**config.mk**
```make
export PLATFORM = sky130hd
export DESIGN_NAME = homing_search_sequencer
export DESIGN_NICKNAME = d
export VERILOG_FILES = /design/src/design/homing_search_sequencer.v
export VERILOG_INCLUDE_DIRS = /design/src /design/src/design
export SDC_FILE = /design/constraint.sdc
export NUM_CORES = 1
export LEC_CHECK = 0
export BUFFER_PORTS_ARGS = -buffer_cell sky130_fd_sc_hd__buf_4
export CAP_MARGIN = 20
export CORE_MARGIN = 3
export CORE_UTILIZATION = 55
export CTS_BUF_LIST = sky130_fd_sc_hd__clkbuf_4
export DETAILED_ROUTE_END_ITERATION = 7
export HOLD_SLACK_MARGIN = 0.15
export PLACE_DENSITY = 0.72
export REMOVE_ABC_BUFFERS = 1
export SYNTH_ARGS = -nofsm -noshare
export SYNTH_HDL_FRONTEND = slang
export SYNTH_SLANG_ARGS = --single-unit
```
**constraint.sdc**
```tcl
create_clock -name clock -period 5.6 [get_ports clock]
set_clock_uncertainty 0.1 [all_clocks]
set_input_delay 0.84 -clock clock [delete_from_list [all_inputs] [get_ports clock]]
set_output_delay 0.84 -clock clock [all_outputs]
set_load 0.005 [all_outputs]
```
**src/design/homing_defines.vh**
```
// Register offsets, field positions, reset values and widths for the homing sequencer.
`ifndef HOMING_DEFINES_VH
`define HOMING_DEFINES_VH
`define ADDR_W 4
`define REG_CMD 4'h0
`define REG_MODE 4'h1
`define REG_SEARCH_SPD 4'h2
`define REG_CALIB_SPD 4'h3
`define REG_STATUS 4'h4
`define REG_DISTANCE 4'h5
`define REG_POSITION 4'h6
`define REG_ENC_POS 4'h7
`define REG_CONFIG 4'h8
`define CMD_START 2'h1
`define CMD_STOP 2'h2
`define MODE_SWAP_BIT 6
`define MODE_INV_BIT 7
`define MODE_RESET 8'h01
`define SEARCH_SPD_RESET 16'h0100
`define CALIB_SPD_RESET 16'h0010
`define CFG_AUTOSTOP_L_BIT 0
`define CFG_AUTOSTOP_R_BIT 1
`define CFG_ENC_IF_BIT 2
`define VEL_W 16
`define POS_W 32
`define ACC_W 24
`endif

```
**src/design/homing_search_sequencer.v**
```verilog
// Reference search sequencer for one stepper axis with left, right and home switches.
//
// Design decisions made here: strobed register access and the register addresses.
`timescale 1ns/1ps
`include "homing_defines.vh"
// How it works
// - Mode register base value 1..8 selects the search sequence.
// - State machine started, stopped and polled through the search command register.
// - Automatic end-switch stop enables are ignored while a search runs.
// - Move at search velocity until the target switch is first seen.
// - Creep off the switch, re-enter opposite way at calibration speed, use midpoint.
// - Mode 1 searches only the left end switch as reference.
// - Mode 65 uses the right end switch instead of the left.
// - Mode 2 finds right switch then left, left switch is zero.
// - Mode 2 stores microstep distance between the end switches.
// - Mode 66 finds left first, then right switch as zero.
// - Mode 3 finds right switch, then middle of left switch as zero.
// - Mode 3 stores span from right switch to left switch middle.
// - Mode 67 finds left first, then right switch middle as zero.
// - Mode 4 finds middle of left switch; 68 uses the right one.
// - Mode 5 seeks home moving negative, reverses at the left limit.
// - Mode 6 seeks home moving positive, reverses at the right limit.
// - Mode 7 seeks home positive, ignoring limits, zero at home middle.
// - Mode 8 seeks home negative, ignoring limits, zero at home middle.
// - Adding 128 to modes 5..8 inverts home switch polarity.
// - Completion clears the encoder position register.
// - Stop switch inputs are unused by the search while the encoder interface is enabled; the status register still reports them.
module homing_search_sequencer #(
  parameter VEL_W = `VEL_W,
  parameter POS_W = `POS_W,
  parameter ACC_W = `ACC_W
) (
  // Clock and reset
  input wire clock,
  input wire rst,
  // Register port
  input wire [`ADDR_W-1:0] addr,
  input wire [31:0] wdata,
  input wire wr,
  input wire rd,
  output reg [31:0] rdata,
  // Switch pins, active high
  input wire stop_left,
  input wire stop_right,
  input wire home_sw,
  // Encoder counts
  input wire enc_step,
  input wire enc_dir,
  // Motor step output
  output reg step,
  output reg dir,
  output reg moving
);

  localparam [3:0] S_IDLE = 4'h0;
  localparam [3:0] S_FIRST = 4'h1;
  localparam [3:0] S_SEEK = 4'h2;
  localparam [3:0] S_LEAVE = 4'h3;
  localparam [3:0] S_ENTER = 4'h4;
  localparam [3:0] S_CROSS = 4'h5;
  localparam [3:0] S_BACK = 4'h6;
  localparam [3:0] S_DONE = 4'h7;

  // Three-stage synchronisers; a change counts when stages two and three agree.
  reg [2:0] sl_s, sr_s, hs_s;
  reg sl_q, sr_q, hs_q;
  always @(posedge clock) begin
    if (rst) begin
      sl_s <= 3'h0;
      sr_s <= 3'h0;
      hs_s <= 3'h0;
      sl_q <= 1'b0;
      sr_q <= 1'b0;
      hs_q <= 1'b0;
    end else begin
      sl_s <= {sl_s[1:0], stop_left};
      sr_s <= {sr_s[1:0], stop_right};
      hs_s <= {hs_s[1:0], home_sw};
      if (sl_s[1] == sl_s[2]) sl_q <= sl_s[2];
      if (sr_s[1] == sr_s[2]) sr_q <= sr_s[2];
      if (hs_s[1] == hs_s[2]) hs_q <= hs_s[2];
    end
  end

  // Registers.
  reg [7:0] mode_q;
  reg [VEL_W-1:0] search_spd_q, calib_spd_q;
  reg [2:0] cfg_q;
  reg [POS_W-1:0] pos_q, enc_q, dist_q, mark_q, edge_q, entry_q;
  reg [3:0] state_q;
  reg leg_q;
  reg done_q, abort_q;
  reg [ACC_W-1:0] acc_q;

  // Mode decode.
  wire [5:0] base_mode = mode_q[5:0];
  wire swap = mode_q[`MODE_SWAP_BIT];
  wire inv = mode_q[`MODE_INV_BIT];
  wire valid_mode = (base_mode >= 6'h01) && (base_mode <= 6'h08);
  wire home_mode = base_mode >= 6'h05;
  // With the encoder interface on, the stop inputs carry encoder lines and are masked.
  wire sl = sl_q & ~cfg_q[`CFG_ENC_IF_BIT];
  wire sr = sr_q & ~cfg_q[`CFG_ENC_IF_BIT];
  wire hs = hs_q ^ (inv & home_mode);
  // Reference switch for end-switch modes; the swap bit mirrors left and right.
  wire ref_sw = swap ? sr : sl;
  wire far_sw = swap ? sl : sr;
  // Direction towards the reference: 0 means negative (towards left).
  wire ref_dir = swap;
  wire two_sided = (base_mode == 6'h03) || (base_mode == 6'h04) || (base_mode >= 6'h07);

  function [POS_W-1:0] absdiff;
    input [POS_W-1:0] a;
    input [POS_W-1:0] b;
    begin
      absdiff = ($signed(a) > $signed(b)) ? a - b : b - a;
    end
  endfunction

  // Signed midpoint; an unsigned half of a negative span would send the axis far away.
  function [POS_W-1:0] midpoint;
    input [POS_W-1:0] a;
    input [POS_W-1:0] b;
    reg [POS_W:0] s;
    begin
      s = {a[POS_W-1], a} + {b[POS_W-1], b};
      midpoint = s[POS_W:1];
    end
  endfunction

  // Target for the current phase.
  reg target;
  always @* begin
    target = 1'b0;
    case (base_mode)
      6'h02, 6'h03: target = leg_q ? ref_sw : far_sw;
      6'h05, 6'h06, 6'h07, 6'h08: target = hs;
      default: target = ref_sw;
    endcase
  end

  // Step generator: phase accumulator adds the active speed each cycle.
  wire busy = (state_q != S_IDLE) && (state_q != S_DONE);
  wire fast = (state_q == S_FIRST) || (state_q == S_SEEK);
  wire [VEL_W-1:0] speed = fast ? search_spd_q : calib_spd_q;
  wire [ACC_W:0] acc_sum = {1'b0, acc_q} + {{(ACC_W+1-VEL_W){1'b0}}, speed};
  // No step on the arrival cycle, so the zeroed position and the motor stay in line.
  wire arrive = (state_q == S_BACK) && (pos_q == edge_q);
  wire step_now = busy && !arrive && acc_sum[ACC_W];

  // Sequencer.
  reg [3:0] state_d;
  always @(posedge clock) begin
    if (rst) begin
      state_q <= S_IDLE;
      leg_q <= 1'b0;
      dir <= 1'b0;
      done_q <= 1'b0;
      abort_q <= 1'b0;
      pos_q <= {POS_W{1'b0}};
      enc_q <= {POS_W{1'b0}};
      dist_q <= {POS_W{1'b0}};
      mark_q <= {POS_W{1'b0}};
      edge_q <= {POS_W{1'b0}};
      entry_q <= {POS_W{1'b0}};
      acc_q <= {ACC_W{1'b0}};
      step <= 1'b0;
      moving <= 1'b0;
    end else begin
      acc_q <= busy ? acc_sum[ACC_W-1:0] : {ACC_W{1'b0}};
      step <= step_now;
      moving <= busy;
      if (step_now)
        pos_q <= dir ? pos_q + 1'b1 : pos_q - 1'b1;
      if (enc_step)
        enc_q <= enc_dir ? enc_q + 1'b1 : enc_q - 1'b1;
      case (state_q)
        S_IDLE, S_DONE: begin
          if (wr && addr == `REG_CMD && wdata[1:0] == `CMD_START && valid_mode) begin
            state_q <= S_FIRST;
            leg_q <= 1'b0;
            done_q <= 1'b0;
            abort_q <= 1'b0;
            case (base_mode)
              6'h02, 6'h03: dir <= ~ref_dir;
              6'h05, 6'h08: dir <= 1'b0;
              6'h06, 6'h07: dir <= 1'b1;
              default: dir <= ref_dir;
            endcase
          end
        end
        S_FIRST: begin
          // Limits only turn the axis around in modes 5 and 6; 7 and 8 ignore them.
          if (target) begin
            if ((base_mode == 6'h02 || base_mode == 6'h03) && !leg_q) begin
              mark_q <= pos_q;
              leg_q <= 1'b1;
              dir <= ~dir;
            end else begin
              state_q <= S_LEAVE;
              dir <= ~dir;
            end
          end else if (base_mode == 6'h05 && sl) begin
            dir <= 1'b1;
          end else if (base_mode == 6'h06 && sr) begin
            dir <= 1'b0;
          end
        end
        S_LEAVE: begin
          // Creep until the switch releases, then turn back.
          if (!target) begin
            edge_q <= pos_q;
            dir <= ~dir;
            state_q <= S_ENTER;
          end
        end
        S_ENTER: begin
          if (target) begin
            edge_q <= midpoint(edge_q, pos_q);
            if (two_sided) begin
              // Kept apart from mark_q, which holds the far switch for the distance.
              entry_q <= pos_q;
              state_q <= S_CROSS;
            end else begin
              state_q <= S_BACK;
            end
          end
        end
        S_CROSS: begin
          // Run through the switch to find its far edge for the middle.
          if (!target) begin
            edge_q <= midpoint(entry_q, pos_q);
            dir <= ~dir;
            state_q <= S_BACK;
          end
        end
        S_BACK: begin
          // Travel back to the computed reference point.
          if (pos_q == edge_q)
            state_q <= S_DONE;
          else
            dir <= ($signed(edge_q) > $signed(pos_q));
        end
        default: state_q <= S_IDLE;
      endcase
      if (arrive) begin
        if (base_mode == 6'h02 || base_mode == 6'h03)
          dist_q <= absdiff(mark_q, pos_q);
        pos_q <= {POS_W{1'b0}};
        enc_q <= {POS_W{1'b0}};
        done_q <= 1'b1;
      end
      if (busy && wr && addr == `REG_CMD && wdata[1:0] == `CMD_STOP) begin
        state_q <= S_IDLE;
        abort_q <= 1'b1;
      end
      if (!busy && wr && addr == `REG_POSITION)
        pos_q <= wdata[POS_W-1:0];
      if (wr && addr == `REG_ENC_POS && !(state_q == S_BACK && pos_q == edge_q))
        enc_q <= wdata[POS_W-1:0];
    end
  end

  // Configuration registers. The auto-stop bits are stored but never reach the sequencer.
  always @(posedge clock) begin
    if (rst) begin
      mode_q <= `MODE_RESET;
      search_spd_q <= `SEARCH_SPD_RESET;
      calib_spd_q <= `CALIB_SPD_RESET;
      cfg_q <= 3'h0;
    end else if (wr) begin
      case (addr)
        `REG_MODE: if (!busy) mode_q <= wdata[7:0];
        `REG_SEARCH_SPD: search_spd_q <= wdata[VEL_W-1:0];
        `REG_CALIB_SPD: calib_spd_q <= wdata[VEL_W-1:0];
        `REG_CONFIG: cfg_q <= wdata[2:0];
        default: cfg_q <= cfg_q;
      endcase
    end
  end

  // Read port, data one cycle after the strobe; unmapped reads return zero.
  always @(posedge clock) begin
    if (rst) begin
      rdata <= 32'h0;
    end else if (rd) begin
      case (addr)
        `REG_CMD: rdata <= {29'h0, abort_q, done_q, busy};
        `REG_MODE: rdata <= {24'h0, mode_q};
        `REG_SEARCH_SPD: rdata <= {{(32-VEL_W){1'b0}}, search_spd_q};
        `REG_CALIB_SPD: rdata <= {{(32-VEL_W){1'b0}}, calib_spd_q};
        `REG_STATUS: rdata <= {25'h0, hs_q, sr_q, sl_q, state_q};
        `REG_DISTANCE: rdata <= dist_q;
        `REG_POSITION: rdata <= pos_q;
        `REG_ENC_POS: rdata <= enc_q;
        `REG_CONFIG: rdata <= {29'h0, cfg_q};
        default: rdata <= 32'h0;
      endcase
    end else begin
      rdata <= 32'h0;
    end
  end

endmodule // homing_search_sequencer

```
# Yosys cells after proc, flatten, opt, wreduce, memory -nomap -nowiden
# Cells that the tools add are included.
# Widths: inputs -> output; s select.
[classes]
n_mux = 43
order_cmp = 6
eq_ne = 40
reduce_logical = 59
addsub = 9
bitwise = 9
[op_table]
columns = ["op", "count"]
rows = [
  ["$mux 32", 12],
  ["$pmux 32 s9", 1],
  ["$pmux 32 s3", 1],
  ["$add 32x32->33", 2],
  ["$add 32x1->32 const B", 2],
  ["$gt 32x32->1", 2],
  ["$sub 32x1->32 const B", 2],
  ["$sub 32x32->32", 2],
  ["$eq 32x32->1", 1],
  ["$eq 4x3->1 const B", 8],
  ["$mux 4", 7],
  ["$add 24x16->25", 1],
  ["$eq 6x3->1 const B", 4],
  ["$pmux 4 s6", 1],
  ["$logic_and 1x1->1", 18],
  ["$ne 2x2->1 const B", 9],
  ["$eq 4x2->1 const B", 4],
  ["$mux 16", 1],
  ["$reduce_or 2->1", 8],
  ["$mux 1", 15],
  ["$eq 6x2->1 const B", 2],
  ["$ge 6x3->1 const B", 2],
  ["$reduce_and 2->1", 6],
  ["$reduce_bool 2->1", 5],
  ["28 further kinds", 50],
]
[word_totals]
inputBits = 45
word_cells = 191
register_bits = 313
output_inout_bits = 35

# Logic depth before layout (Yosys ltp)
[depth]
word_depth = 8
mapped_depth = 18
mapped_depth_nobuf = 16

# Least setup slack after synthesis
# Ideal clock, no wire load.
[synth_timing]
kind = "reg2reg"
start = "register state_q[1]"
end = "register pos_q[13]"
path_buffers = 3
stages_incl_launch_ff = 17
arrival_time_ns = 4.303
slack_ns = 1.102
required_ns = 5.405
synth_period_minus_slack_ns = 4.498
setup_ns = 0.095
path_cell_list = "dfxtp_1 > clkbuf_1 > nand2b_1 > a21oi_1 > clkbuf_1 > mux2_2 > ha_1 > or3_1 > o211ai_1 > o21ai_0 > o21ba_2 > a221oi_4 > nor2_1 > nor2_1 > buf_2 > a21oi_1 > a221oi_1"
[synth_between]
elab_chain_len = 6
word_cells_on_any_way = 19
classes_between = "1 x add/sub; 4 x eq/ne; 3 x mux; 11 x reduce/logical"
[synth_lines]
columns = ["item", "line_no", "source"]
rows = [
  ["start, declared", "homing_search_sequencer.v:90", "reg [3:0] state_q;"],
  ["start signal, assigned", "homing_search_sequencer.v:155", "state_q <= S_IDLE;"],
  ["start signal, assigned", "homing_search_sequencer.v:180", "state_q <= S_FIRST;"],
  ["start signal, assigned", "homing_search_sequencer.v:200", "state_q <= S_LEAVE;"],
  ["$eq 4x1->1, or another cell as far along", "homing_search_sequencer.v:144", "wire fast = (state_q == S_FIRST) || (state_q == S_SEEK);"],
  ["$logic_or 1x1->1, or another cell as far along", "homing_search_sequencer.v:144", ""],
  ["$mux 16, or another cell as far along", "homing_search_sequencer.v:145", "wire [VEL_W-1:0] speed = fast ? search_spd_q : calib_spd_q;"],
  ["$add 24x16->25, or another cell as far along", "homing_search_sequencer.v:146", "wire [ACC_W:0] acc_sum = {1'b0, acc_q} + {{(ACC_W+1-VEL_W){1'b0}}, speed};"],
  ["$logic_and 1x1->1 (on tied branches)", "-", ""],
  ["$reduce_bool 3->1 (no line) or $mux 32 (tied branches)", "-", ""],
  ["end signal, assigned", "homing_search_sequencer.v:160", "pos_q <= {POS_W{1'b0}};"],
  ["end signal, assigned", "homing_search_sequencer.v:174", "pos_q <= dir ? pos_q + 1'b1 : pos_q - 1'b1;"],
  ["end signal, assigned", "homing_search_sequencer.v:249", "pos_q <= {POS_W{1'b0}};"],
  ["end, declared", "homing_search_sequencer.v:89", "reg [POS_W-1:0] pos_q, enc_q, dist_q, mark_q, edge_q, entry_q;"],
]
# Several ways; a longest one is shown, not always the timed one.
# A chain may end at the register's enable or synchronous reset.

# Worst setup path after layout
[layout_timing]
start = "register state_q[1]"
end = "register pos_q[29]"
# The elaborated chain is that of the path after synthesis.

==> results <==
- The simple logic cell fraction of the synthesized area is 18.7%.
- The synthesized instance count is 2,881.
- The static power due to leakage is 10.3 nW.
- The post-place instance area is 0.0235 sq mm.
- The maximum number of pins on one net before global-route repair is 87.
- The average instance area after synthesis is 7.81 sq um.
- OpenSTA, run right after detailed placement, puts the worst setup slack at 553 ps.
- The flow ran to the end, and the final reports show no timing, DRC or antenna violations.
- The register area share after synthesis is 27.7%.
- In the global route stage, overall resource usage came out at 32.5%.
- After floorplanning, the core was divided into 73 placement rows.
- Global routing consumed, on the met1 layer, 45.3% of the routing resources.
- The total of warnings raised by yosys is 0.
- Once routing completed, OpenROAD measured the worst setup slack at 353 ps.
- The first global-routing pass estimated 115,000 um of wire.
- The type of the worst setup path is reg2reg.
- The highest-utilization routing layer at the global route stage is met2.
- The number of antenna violations at the first check in global routing is 1.
- The worst setup path is launched from a flop.
- The final total negative setup slack is 0 ps.
- The number of DRC violations after detailed-routing iteration 0 is 1,922.
- The max-slew violation count is 0.
- The endpoint of the worst setup timing path is pos_q[29].
- The width of the chip is 208 um.
- The worst pin sits at a relative slew slack of 30.1%.
- Pin placement for this block handled 80 I/O pins.
- The count of buffers from port buffering is 79.
- The number of synthesized flops with an enable pin is 0.
- Global routing used 49.7% of the available met2 tracks.
- The post-route clock period utilization is 93.7%.
- The overall via count from detail_route is 22.6k.
- In the synthesized netlist the dominant register cell turns out to be sky130_fd_sc_hd__dfxtp_1.
- The register clock-pin slew on the reported worst setup and hold paths is 70 ps.
- The layout-stage area growth over the synthesis result is 10.6%.
- The total setup violations reported at the end of the flow is 0.
- The multiplexer fraction of the synthesized cell area is 5.16%.
- The CTS tree is yes.
- The via count of the first global-routing pass is 21.3k.
- The minimum clock period is 5250 ps.
- The worst reg2reg path depth is 16.
- The worst-case IR drop observed on VDD is 205 uV.
- The tightest min-delay check is of the in2reg type.
- Counting the buffers created by CTS gives 88.
- The post-synthesis async set-or-reset flop share is 0%.
- The via density per instance is 6.36.
- The number of nets with antenna violations after detailed routing is 0.
- After synthesis, the most frequently instantiated cells are sky130_fd_sc_hd__nand2_1 (393), sky130_fd_sc_hd__a21oi_1 (324), sky130_fd_sc_hd__dfxtp_1 (312), sky130_fd_sc_hd__nor2_1 (208), sky130_fd_sc_hd__ha_1 (202).
- The buffer levels on the longest clock path is 3.
- The netlist uses 79 different library cells.
- The final hold violation count was 0.
- At the pin with the least slew margin, the transition time is 1050 ps.
- The worst slack on hold paths is 204 ps.
- By area the synthesized netlist is led by sky130_fd_sc_hd__dfxtp_1 (28%), sky130_fd_sc_hd__ha_1 (11%), sky130_fd_sc_hd__a21oi_1 (7.2%).
- The wire-length estimate of the detail-placed layout is 54,600 um.
- The residual DRC count is 0.
- The worst register-to-register path begins at state_q[1].
- Setup repair after global routing left no endpoint under its margin.
- Clock tree synthesis found a total of 312 sinks.
- The fraction of synthesized cell area in xor and xnor cells is 4.94%.
- The leftover overflow at the end of global routing is 0.
- After Yosys synthesis, full adders, half adders and majority gates account for 11.8% of the synthesized area.
- The post-cts resize count is 0.
- The most critical setup path has its startpoint at state_q[1].
- The congestion estimate from routability-driven global placement came to 1.04.
- The number of buffers inserted to repair setup after CTS is 0.
- For this configuration, the core starts out at a cell density of 56.1%.
- Yosys instantiated no cell more often than sky130_fd_sc_hd__nand2_1.
- Based on the critical path, the design can be clocked at up to 0.191 GHz.
- STA puts the critical path data required time at 6230 ps.
- In this run the power density over the cells is 302 mW/mm^2.
- The area share of the largest cell type after synthesis is 27.7%.
- Cells with a size suffix above 1 make up 11.7% of the layout.
- For the worst setup path, the data arrival time is 5870 ps.
- The die height is 208 um.
- The synthesized netlist devotes 27.2% of its cell area to compound gates.
- The number of nets in the layout is 3,214.
- The setup check on the worst reg-to-reg path leaves a slack of 350 ps.
- The number of detailed-routing iterations run before antenna repair is 6.
- Clock latency on the worst-skew pair, taken at its later pin, is 860 ps.
- The met3 capacity usage during global routing is 6.85%.
- The number of max-capacitance violations reported is 0.
- The kind of end point of the critical path is a flop.
- The highest net fanout along the worst path is 22.
- The end of the worst register-to-register path is pos_q[29].
- The synthesized area is 0.0225 sq mm.
- In the final routed layout, each cell accounts on average for 20.7 um.
- By area, the combinational part of the netlist is dominated by compound AO/OA/AOI/OAI gates.
- In this run the clock root is driven by a sky130_fd_sc_hd__clkbuf_4.
- For this block, the routed nets add up to 73,700 um of wire.
- The leading area contributor after synthesis is sky130_fd_sc_hd__dfxtp_1.
- The die covers 0.0434 sq mm.
- The final design instance area without fill is 0.0249 sq mm.
- The H-tree was split into 3 levels.
- The area of the core is 0.0401 sq mm.
- The register bit count reported by yosys is 312.
state kept, by name, summed over array words and instances, names as in the netlist, 3 cells and up:
signal	count
sl_s	3
hs_s	3
mode_q	8
search_spd_q	16
edge_q	32
pos_q	32
cfg_q	3
rdata	32
entry_q	32
acc_q	24
dist_q	32
enc_q	32
sr_s	3
calib_spd_q	16
state_q	3
mark_q	32
cell usage in the layout (no fill, tap or decap), drive strengths merged, types with 39 or more instances in the layout:
cell type / instances
nand2: 393
a211oi: 88
inv: 96
dfxtp: 312
a31oi: 55
o21ai: 140
clkbuf: 121
nor3: 58
buf: 128
ha: 202
mux2: 72
xnor2: 78
a22oi: 48
nand3: 43
xor2: 49
a21oi: 325
nor2: 209
a21o: 95
nor2b: 39
critical path: stages, from the launching register on:
cell,delay [ps]
sky130_fd_sc_hd__dfxtp_1,630
sky130_fd_sc_hd__nand2b_1,140
sky130_fd_sc_hd__a21oi_1,540
sky130_fd_sc_hd__buf_4,360
sky130_fd_sc_hd__mux2_2,370
sky130_fd_sc_hd__ha_1,340
sky130_fd_sc_hd__a21o_1,190
sky130_fd_sc_hd__or3_1,330
sky130_fd_sc_hd__o211ai_1,250
sky130_fd_sc_hd__o21ai_0,170
sky130_fd_sc_hd__o21ba_2,260
sky130_fd_sc_hd__a221oi_4,400
sky130_fd_sc_hd__nor2_1,270
sky130_fd_sc_hd__nor2_4,190
sky130_fd_sc_hd__buf_4,270
sky130_fd_sc_hd__a21oi_1,70
sky130_fd_sc_hd__a221oi_1,260
stage by stage:
stage / total power, W / std cells / utilization, %
after floorplan: 0.00450 / 2720 / -
after global placement: 0.00528 / 3372 / 58.7
after detailed placement: 0.00532 / 3372 / 58.7
after CTS: 0.00748 / 3548 / 62.0
after global routing: 0.00793 / 3550 / 62.1
final: 0.00751 / 3551 / 62.1
timing repair:
item / 4_1_cts / 5_1_grt
endpoints found under the hold margin: 34 / 0
hold buffers: 23 / 0
setup endpoints to repair: 0 / 0
final cells by class:
| class | count | area, sq um |
|---|---|---|
| clock inverter | 32 | 186 |
| antenna | 2 | 5.00 |
| multi-input combinational | 2312 | 15300 |
| sequential | 312 | 6250 |
| timing repair buffer | 151 | 1240 |
| clock buffer | 121 | 908 |
| inverter | 96 | 360 |
| fill | 3665 | 15200 |
| tap | 525 | 657 |
worst min path at each step:
| stage | start | endpoint | slack (ps) | depth (start not counted) |
|---|---|---|---|---|
| 6_report | wdata[6] | search_spd_q[6] | 200 | 3 |
| 5_1_grt | wdata[4] | search_spd_q[4] | 180 | 3 |
| 4_1_cts | wdata[2] | enc_q[2] | 150 | 3 |
| 3_5_place_dp | sr_s[0] | sr_s[1] | 330 | 1 |
| 3_3_place_gp | hs_s[0] | hs_s[1] | 320 | 1 |
| 2_1_floorplan | hs_s[0] | hs_s[1] | 310 | 1 |
kinds of logic after synthesis:
kind of cell | Yosys count
compound gates | 952
simple gates | 918
flops | 312
buf+inv | 257
fa+ha+maj | 208
xor+xnor | 127
mux | 107
layer usage:
| layer | up-vias | wire length, um |
|---|---|---|
| met4 | 0 | 2480 |
| met5 | - | 0 |
| li1 | 10705 | - |
| met3 | 184 | 6770 |
| met1 | 10661 | 32600 |
| met2 | 1033 | 31800 |
power by group:
part / leakage (nW) / internal (W) / switching [W] / total [W]
clock: 0.642 / 0.00109 / 0.00106 / 0.00214
combinational: 7.18 / 0.00120 / 0.00174 / 0.00294
sequential: 2.53 / 0.00231 / 0.000120 / 0.00243
total: 10.3 / 0.00460 / 0.00292 / 0.00751
Power figures use the tool's default switching activity.
